<file path="src/hw/pft_pkg.sv">
// package for the pause frame timer and refresh block
package pft_pkg;
    // byte addresses of the two registers (printed offsets are word aligned)
    localparam logic [15:0] PFT_ADDR_PAUSE_TIME = 16'h0170;
    localparam logic [15:0] PFT_ADDR_REFRESH = 16'h5f40;
    // field layout
    localparam int PFT_FIELD_MSB = 15;
    localparam int PFT_FIELD_W = 16;
    // reset values (undefined in hardware; zero chosen here)
    localparam logic [15:0] PFT_PAUSE_TIME_RST = 16'h0000;
    localparam logic [15:0] PFT_REFRESH_RST = 16'h0000;
    // slot length in byte times
    localparam int PFT_SLOT_BYTES = 64;
    // zero-filled upper half of every register word
    localparam logic [15:0] PFT_UPPER_ZERO = 16'h0000;

    typedef struct packed {
        logic psel;
        logic penable;
        logic pwrite;
        logic [15:0] paddr;
        logic [31:0] pwdata;
    } pft_apb_req_t;

    typedef struct packed {
        logic [31:0] prdata;
        logic pready;
        logic pslverr;
    } pft_apb_rsp_t;

    typedef enum logic [1:0] {
        PFT_IDLE,
        PFT_PAUSED
    } pft_state_t;

    typedef struct packed {
        pft_state_t st;
        logic [15:0] pause_time_field;
        logic [15:0] refresh_threshold_field;
        logic [15:0] refresh_count;
        logic [5:0] byte_count;
        logic xoff_req;
        logic [31:0] prdata;
        logic pslverr;
    } pft_state_all_t;
endpackage : pft_pkg

</file>
<file path="src/hw/pft_pause_timer.sv">
// transmit flow-control pause time and xoff refresh timer with apb registers
//
// Overview of operation
// xoff frames carry programmed 16-bit pause time
// software pause frames use programmed pause time
// pause units are slots of 64 byte times
// software sets pause time zero for xon
// counter at threshold while congested resends xoff
// refresh counter advances once per slot
// threshold zero disables refresh entirely
// upper sixteen bits read zero, write zero
// counter restarts on xoff, cleared when idle
//
// register map (32-bit words, fields in bits 15:0, upper half reads zero)
//   pause_time_value        pause time for xoff and software pause frames
//   pause_refresh_threshold slots between refresh xoff frames, zero disables
//
// interface summary
//   apb answers with no wait states: read data is loaded in the setup cycle
//   and shown in the access cycle; writes land at the end of the access cycle
//   unmapped addresses answer with pslverr, writes to them are dropped
//   byte_tick marks one transmitted byte time; 64 of them make one slot
//   rx_above_high starts a pause, rx_above_low keeps it going
//   xoff_req repeats every cycle at threshold until xoff_sent is seen
//
// ports
//   apb_req, apb_rsp   register bus, byte addresses, one word per register
//   byte_tick          one pulse per transmitted byte time
//   rx_above_high      receive buffer above its high threshold
//   rx_above_low       receive buffer above its low threshold
//   xoff_sent          the transmitter has just sent an xoff frame
//   pause_time_field   pause quantum for every xoff and software pause frame
//   xoff_req           asks the transmitter for a refresh xoff frame
//
// reset
//   both fields clear to zero; their power-up value is otherwise undefined
//   pready is high during and after reset
//
// limitations
//   the slot counter runs free, so the first slot of a pause may be short
//   the pause time itself is only carried to the frame builder, not counted
`timescale 1ns/10ps
`default_nettype none

module pft_pause_timer
    import pft_pkg::*;
#(
    parameter int SLOT_BYTES = PFT_SLOT_BYTES
) (
    input wire logic pclk,
    input wire logic presetn,
    input wire pft_apb_req_t apb_req,
    output pft_apb_rsp_t apb_rsp,
    input wire logic byte_tick,
    input wire logic rx_above_high,
    input wire logic rx_above_low,
    input wire logic xoff_sent,
    output logic [15:0] pause_time_field,
    output logic xoff_req
);
    // slot length is fixed; a power of two keeps the byte counter a simple wrap
    if (SLOT_BYTES != 64) begin : g_bad_slot
        $error("pft_pause_timer: slot length must be 64 byte times");
    end
    // the package must describe the same 16-bit field the logic was built around
    if (PFT_FIELD_W != 16) begin : g_bad_field_w
        $error("pft_pause_timer: register fields must be 16 bits wide");
    end
    if (PFT_FIELD_MSB != PFT_FIELD_W - 1) begin : g_bad_field_msb
        $error("pft_pause_timer: field msb must match the field width");
    end
    // both registers take one aligned 32-bit word each
    if (PFT_ADDR_PAUSE_TIME[1:0] != 2'b00) begin : g_bad_addr_pause
        $error("pft_pause_timer: pause time address must be word aligned");
    end
    if (PFT_ADDR_REFRESH[1:0] != 2'b00) begin : g_bad_addr_refresh
        $error("pft_pause_timer: refresh threshold address must be word aligned");
    end
    if (PFT_ADDR_PAUSE_TIME == PFT_ADDR_REFRESH) begin : g_bad_addr_clash
        $error("pft_pause_timer: the two registers need distinct addresses");
    end

    // last byte time of a slot, and the width of the byte counter
    localparam int BYTE_CNT_W = $clog2(SLOT_BYTES);
    localparam logic [5:0] SLOT_LAST = 6'(SLOT_BYTES - 1);
    if (BYTE_CNT_W != 6) begin : g_bad_byte_cnt
        $error("pft_pause_timer: byte counter is built six bits wide");
    end

    // state registers and bus phase decode
    pft_state_all_t q;
    pft_state_all_t next_q;
    logic setup;
    logic access;
    logic wr_access;
    logic hit_pause_time;
    logic hit_refresh;
    logic hit_none;
    logic [31:0] rd_word;
    logic slot_tick;
    logic at_threshold;
    logic refresh_on;

    assign setup = apb_req.psel & ~apb_req.penable;
    assign access = apb_req.psel & apb_req.penable;
    assign wr_access = access & apb_req.pwrite;

    // address decode; anything outside the two words answers with an error
    always_comb begin
        hit_pause_time = 1'b0;
        hit_refresh = 1'b0;
        hit_none = 1'b0;
        if (apb_req.paddr == PFT_ADDR_PAUSE_TIME) begin
            hit_pause_time = 1'b1;
        end else if (apb_req.paddr == PFT_ADDR_REFRESH) begin
            hit_refresh = 1'b1;
        end else begin
            hit_none = 1'b1;
        end
    end

    // read word; the reserved upper half is a constant zero, not stored
    always_comb begin
        rd_word = 32'h0000_0000;
        if (hit_pause_time) begin
            rd_word = {PFT_UPPER_ZERO, q.pause_time_field};
        end else if (hit_refresh) begin
            rd_word = {PFT_UPPER_ZERO, q.refresh_threshold_field};
        end
    end

    // slot ends on the 64th byte time
    assign slot_tick = byte_tick & (q.byte_count == SLOT_LAST);
    // a zero threshold switches the refresh off altogether
    assign refresh_on = (q.refresh_threshold_field != 16'h0000);
    assign at_threshold = (q.refresh_count == q.refresh_threshold_field);

    always_comb begin
        next_q = q;
        next_q.pslverr = 1'b0;
        next_q.xoff_req = 1'b0;

        // register access: setup cycle prepares read data, access cycle commits
        if (setup) begin
            next_q.prdata = rd_word;
            next_q.pslverr = hit_none;
        end
        if (wr_access) begin
            // upper bits are dropped so they always read back zero
            if (hit_pause_time) begin
                next_q.pause_time_field = apb_req.pwdata[PFT_FIELD_MSB:0];
            end else if (hit_refresh) begin
                next_q.refresh_threshold_field = apb_req.pwdata[PFT_FIELD_MSB:0];
            end
        end

        // free-running byte counter; slots are not aligned to pause entry
        if (byte_tick) begin
            next_q.byte_count = q.byte_count + 6'h01;
        end

        case (q.st)
            PFT_IDLE: begin
                // counter is parked at zero outside a pause
                next_q.refresh_count = 16'h0000;
                // a pause begins only at the high mark
                if (rx_above_high) begin
                    next_q.st = PFT_PAUSED;
                end
            end
            PFT_PAUSED: begin
                if (!rx_above_low) begin
                    // congestion has cleared: no more refresh frames
                    next_q.st = PFT_IDLE;
                    next_q.refresh_count = 16'h0000;
                end else if (xoff_sent) begin
                    // any xoff on the wire restarts the refresh interval
                    next_q.refresh_count = 16'h0000;
                end else if (refresh_on) begin
                    if (at_threshold) begin
                        // held until the frame goes out; the count waits here
                        next_q.xoff_req = 1'b1;
                    end else if (slot_tick) begin
                        next_q.refresh_count = q.refresh_count + 16'h0001;
                    end
                end
            end
            default: begin
                next_q.st = PFT_IDLE;
            end
        endcase
    end

    always_ff @(posedge pclk or negedge presetn) begin
        if (!presetn) begin
            q <= '{
                st: PFT_IDLE,
                pause_time_field: PFT_PAUSE_TIME_RST,
                refresh_threshold_field: PFT_REFRESH_RST,
                refresh_count: 16'h0000,
                byte_count: 6'h00,
                xoff_req: 1'b0,
                prdata: 32'h0000_0000,
                pslverr: 1'b0
            };
        end else begin
            q <= next_q;
        end
    end

    // zero wait states: data prepared in setup, presented in access
    // pready stays high so a stray access can never stall the bus
    assign apb_rsp.pready = 1'b1;
    assign apb_rsp.prdata = q.prdata;
    assign apb_rsp.pslverr = q.pslverr & access;
    assign pause_time_field = q.pause_time_field;
    assign xoff_req = q.xoff_req;
endmodule : pft_pause_timer

`default_nettype wire

</file>
<file path="config.mk">
export PLATFORM = sky130hd
export DESIGN_NAME = pft_pause_timer
export DESIGN_NICKNAME = d
export VERILOG_FILES = /design/src/hw/pft_pkg.sv /design/src/hw/pft_pause_timer.sv
export SDC_FILE = /design/constraint.sdc
export NUM_CORES = 1
export LEC_CHECK = 0
export ABC_AREA = 0
export BUFFER_PORTS_ARGS = -buffer_cell sky130_fd_sc_hd__buf_2
export CELL_PAD_IN_SITES_DETAIL_PLACEMENT = 1
export CELL_PAD_IN_SITES_GLOBAL_PLACEMENT = 1
export CORE_ASPECT_RATIO = 1.5
export CORE_UTILIZATION = 41
export CTS_BUF_LIST = sky130_fd_sc_hd__clkbuf_4 sky130_fd_sc_hd__clkbuf_8
export CTS_CLUSTER_SIZE = 24
export DETAILED_ROUTE_END_ITERATION = 12
export GPL_TIMING_DRIVEN = 0
export PLACE_DENSITY = 0.84
export SLEW_MARGIN = 25
export SYNTH_ARGS = -nofsm -noshare
export SYNTH_HDL_FRONTEND = slang
export SYNTH_SLANG_ARGS = --single-unit
</file>
<file path="constraint.sdc">
create_clock -name pclk -period 2.3 [get_ports pclk]
set_input_delay 0.115 -clock pclk [delete_from_list [all_inputs] [get_ports pclk]]
set_output_delay 0.115 -clock pclk [all_outputs]
set_load 0.05 [all_outputs]
</file>
* Word-level counts from Yosys, hierarchy flattened
Cells that the tools add are included.
** Storage, ports and cells
- Register bits :: 74
- Bits of input ports :: 57
- Output and inout bits :: 51
- Logic and storage cells :: 56
** Operators by class
- Add/subtract/negate cells :: 2
- Equality and inequality tests :: 10
- Muxes and demuxes :: 22
- Bitwise gates (word level) :: 7
- Reductions and logical operators :: 7
** Operators by type and width (number)
- $mux 16 :: 7
- $pmux 16 s2 :: 1
- $add 16x1->16 const B :: 1
- $eq 16x15->1 const B :: 1
- $eq 16x16->1 :: 1
- $eq 16x9->1 const B :: 1
- $reduce_bool 16->1 :: 1
- $ne 4x4->1 const B :: 3
- $mux 1 :: 11
- $add 6x1->6 const B :: 1
- $eq 6x6->1 const B :: 1
- $and 1x1->1 :: 5
- $mux 2 :: 2
- $ne 2x2->1 const B :: 2
- $pmux 2 s2 :: 1
- $reduce_and 2->1 :: 2
- $reduce_and 4->1 :: 1
- $reduce_and 3->1 :: 1
- $eq 2x1->1 const B :: 1
- $logic_not 2->1 :: 1
- $not 1->1 :: 2
- $reduce_bool 2->1 :: 1

* Longest topological paths before layout
- Word-level depth :: 8
- Gate-level depth with buffers :: 8
- Depth with buffers taken out :: 7

* Worst setup path after synthesis
No wires, ideal clock.
- Kind :: input-to-reg
- Start :: input port apb_req[45] in the netlist's numbering
- End :: register q[56] in the netlist's numbering
- Library setup time :: 0.127 ns
- Arrival time :: 1.960 ns
- Required time :: 2.173 ns
- Slack :: 0.213 ns
- Stages on the path :: 8
- Buffers on the path :: 2
- Cell sequence :: nor2_1 -> nand4_1 -> or4_4 -> nor4_4 -> and4_1 -> buf_4 -> buf_6 -> mux2_1
** On the way
- Longest elaborated chain between the ends :: 4
- Elaborated cells on any way between the ends :: 7
- Those cells by class :: eq/ne: 2; mux: 3; bitwise: 1; reduce/logical: 1
** RTL lines
- from (decl) :: line pft_pause_timer.sv:52 : input wire pft_apb_req_t apb_req,
- $eq 16x15->1 or $eq 16x9->1 (tied branches) :: line pft_pause_timer.sv:115, pft_pause_timer.sv:113
- $mux 1, on equally long branches :: line pft_pause_timer.sv:115, pft_pause_timer.sv:113
- $mux 1 or $not 1->1 (tied branches)
- $reduce_and 3->1 (no line) *
- to (signal assigned) :: line pft_pause_timer.sv:196 : q <= '{
- to (signal assigned) :: line pft_pause_timer.sv:207 : q <= next_q;
- to (decl) :: line pft_pause_timer.sv:91 : pft_state_all_t q;
Mark *: on every way between the ends. The rest lies on a longest branch, timed or not.
A chain may end at the register's enable or synchronous reset.

* Final worst setup path
- Start :: register q[70] in the netlist's numbering
- End :: register q[54] in the netlist's numbering
** On the way
- Longest elaborated chain between the ends :: 3
- Elaborated cells on any way between the ends :: 5
- Those cells by class :: eq/ne: 3; reduce/logical: 2
** RTL lines (line)
- $eq 16x16->1 or $reduce_bool 16->1 (tied branches) :: pft_pause_timer.sv:136, pft_pause_timer.sv:135
- $ne 4x4->1 (no line)
- $reduce_and 4->1 (no line) *
Marks and branches as above.

==> flow_summary_export.csv <==
group,metric,value,unit
placed_design,dp.cells,540,
drt,drc,0,
drt,totalWireLength,9580,um
worst_hold_path,hold_class,"input port to flip-flop",
clock_tree,clkLatencyLatePin,0.37,ns
drt,vias,2995,
worst_setup_path,critPathMaxFanout,10,
clock_tree,cts.clk_slew.worst_paths,0.08,ns
clock_tree,root_buffer,"clkbuf_8",
global_routing,grt-ovfl-total,0,
run,cap_violations,0,
timing,slew_headroom,66.4,%
timing,finalSetupViolCount,0,
pwr,ir_drop,0.000401,V
die,die_x,80.2,um
final_layout,final_util,53.4,%
global_routing,grt_pass1_wl,15700,um
placed_design,dpl.hpwl,6940,um
yosys,synth_edf_count,0,
yosys,ys_async_sr_fraction,100,%
final_layout,final_common_cell,"buf_2",
final_layout,design_area,4740,um^2
drt,drt_iter0_markers,214,
yosys,ys_top_cells_by_area,"dfrtp_1 (49%), buf_4 (10%), mux2_2 (7.2%)",
yosys,mappedNetlistArea,3760,um^2
drt,drtPass1Iterations,4,
global_routing,grt_max_degree,47,
clock_tree,cts_buffers,9,
global_routing,gr-usage-all-layers,21.8,%
timing,maxSlewViolCount,0,
worst_setup_path,critical_path_class,"flip-flop to flip-flop",
die,dieArea,9560,um^2
global_routing,grt_pass1_vias,3182,
drt,wl_per_cell,16.7,um
yosys,ys_seq_elements,73,
final_layout,n_fill_cell,1001,
timing,hold_viol_final,0,
timing,tightestPinTransition,0.492,ns
worst_setup_path,crit_path_end,"q[54]",
final_layout,nNetsFinal,518,
final_layout,regArea,1830,um^2
timing,post-route-min-period,2.13,ns
yosys,syn_avg_cell_area,11.0,um^2
placed_design,port_buffers,74,
die,coreArea,8880,um^2
final_layout,instances_no_fill,574,
pwr,p_per_area,552,nW/um^2
placed_design,gp_congestion,0.771,
clock_tree,clock_path_buffers,2,
worst_setup_path,end_kind,"flip-flop",
worst_setup_path,ff2ff_path_depth,7,
timing,setup_slack,0.172,ns
worst_setup_path,r2r_setup_slack,0.17,ns
placed_design,placed_area,4350,um^2
die,initial_core_util,42.3,%
yosys,ys_warn_count,0,
yosys,ys_types,40,
clock_tree,cts_tree,"built",
timing,fin_crit_sh,92.5,%
drt,routed_via_density,5.22,
global_routing,antenna_found_initial,0,
pwr,p_leak,2.38,nW
final_layout,layout-drive-gt1-share,38.4,%
timing,clock_skew,0.0120,ns
clock_tree,clkSinkCount,73,
clock_tree,htreeDepth,3,
timing,max_freq,470,MHz
die,die_y,119,um
yosys,synth_top_area_share,48.6,%
worst_setup_path,worstPathRequired,2.54,ns
die,std_cell_rows,42,
worst_setup_path,crit_start,"q[70]",
worst_setup_path,crit_path_start_kind,"flip-flop",
final_layout,final_cell_mix,"buf_2 (75), dfrtp_1 (73), buf_4 (55)",
final_layout,syn2layout_area_growth,26.2,%
worst_setup_path,r2r_start,"q[70]",
outcome,outcome,"finished, final reports clean",
yosys,synth_cells,340,
placed_design,pre_cts_ws,-0.256,ns
drt,ant_nets,0,
yosys,synth_ff_type,"dfrtp_1",
yosys,yosysTopAreaCell,"dfrtp_1",
worst_setup_path,r2r_end,"q[54]",
yosys,ys_seq_area_share,48.6,%
worst_setup_path,worstPathArrival,2.37,ns
final_layout,diodes,0,
timing,final.setup.tns,0,ns
final_layout,multiInputGateArea,1570,um^2
die,io_pins,108,
==> synthesized netlist by cell type, types with 2 or more instances <==
| cell | count |
|---|---|
| a211oi_1 | 3 |
| a21oi_1 | 3 |
| a22oi_1 | 16 |
| and2_1 | 2 |
| and3_1 | 6 |
| and4_1 | 4 |
| buf_2 | 3 |
| buf_4 | 51 |
| clkbuf_1 | 6 |
| conb_1 | 2 |
| dfrtp_1 | 73 |
| ha_1 | 2 |
| inv_1 | 2 |
| mux2_1 | 10 |
| mux2_2 | 24 |
| nand2_1 | 24 |
| nand2b_1 | 2 |
| nand3_1 | 7 |
| nand4_1 | 10 |
| nor2_1 | 11 |
| nor3_1 | 2 |
| nor4_1 | 5 |
| o211ai_1 | 5 |
| o21ai_0 | 18 |
| o311ai_0 | 3 |
| o31ai_1 | 5 |
| o41ai_1 | 3 |
| or3_1 | 2 |
| xnor2_1 | 20 |
| xor2_1 | 6 |
==> where the power goes <==
group / internal (W) / leakage, nW / switching, W
Combinational: 0.000133 / 1.28 / 0.000169
Clock: 0.000444 / 0.0911 / 0.000481
Sequential: 0.00134 / 1.01 / 0.0000493
==> critical path, stage by stage (launching register included) <==
cell and delay [ns]:
dfrtp_1 0.44, xnor2_1 0.20, nand4_1 0.19, nor4_4 0.42, and2_1 0.27, clkbuf_4 0.23
o311ai_0 0.15, o41ai_1 0.10
==> cell families (layout without fill, tap and decap cells) <==
kind of cell / Yosys count / count (layout) / synth area share [%]
AOI/OAI and AO/OA: 57 / 57 / 10.2
xor gates and xnor gates: 26 / 26 / 6.06
adders and majority gates: 2 / 2 / 0.666
buffers and inverters: 63 / 172 / 11.7
DFF: 73 / 73 / 48.6
muxes: 35 / 35 / 10.5
other: 2 / 17 / 0.200
and+or+nand+nor: 82 / 82 / 12.1
==> routing by layer <==
layer,up-vias,global-route usage [%],wire length [um]
li1,1398,-,-
met1,1496,24.0,3660
met2,72,38.6,5250
met3,29,3.68,282
met4,0,12.6,384
met5,-,0,0
==> state kept, by name, indices dropped and copies added (netlist names) <==
signal / cells
apb_rsp: 16
q: 40
pause_time_field: 16
xoff_req: 1
==> through the flow <==
| stage | power, W | hold slack, ns |
|---|---|---|
| floorplan | 0.00158 | -0.181 |
| global placement | 0.00167 | 0.346 |
| detailed placement | 0.00170 | 0.0704 |
| CTS | 0.00264 | 0.00215 |
| global route | 0.00273 | 0.00334 |
| finish | 0.00262 | 0.0235 |
==> worst min-delay path by stage <==
stage                              from     endpoint  slack (ns)  depth (start not counted)
after detailed placement        presetn        q[35]        0.07                          1
after floorplan                 presetn  apb_rsp[10]       -0.18                          0
after CTS                   apb_req[12]        q[68]       0.002                          2
after global placement    rx_above_high        q[88]        0.35                          2
final                       apb_req[12]        q[68]        0.02                          2
after global routing        apb_req[12]        q[68]       0.003                          2
==> final cells by class <==
| class | count | area share [%] |
|---|---|---|
| Sequential cell | 73 | 38.5 |
| Multi-Input combinational cell | 219 | 33.2 |
| Timing Repair Buffer | 94 | 12.3 |
| Buffer | 60 | 9.08 |
| Tap cell | 110 | 2.90 |
| Inverter | 2 | 0.158 |
| Clock inverter | 5 | 0.634 |
| Clock buffer | 11 | 3.19 |
==> timing repair <==
| item | CTS | global route |
|---|---|---|
| endpoints found under the hold margin | 50 | 0 |
| hold buffers | 16 | 0 |
| setup endpoints to repair | 11 | 13 |
| pin swaps | 0 | 2 |
| buffers inserted | 0 | 3 |
| resized for setup | 3 | 2 |
(Power assumes the default switching activity.)
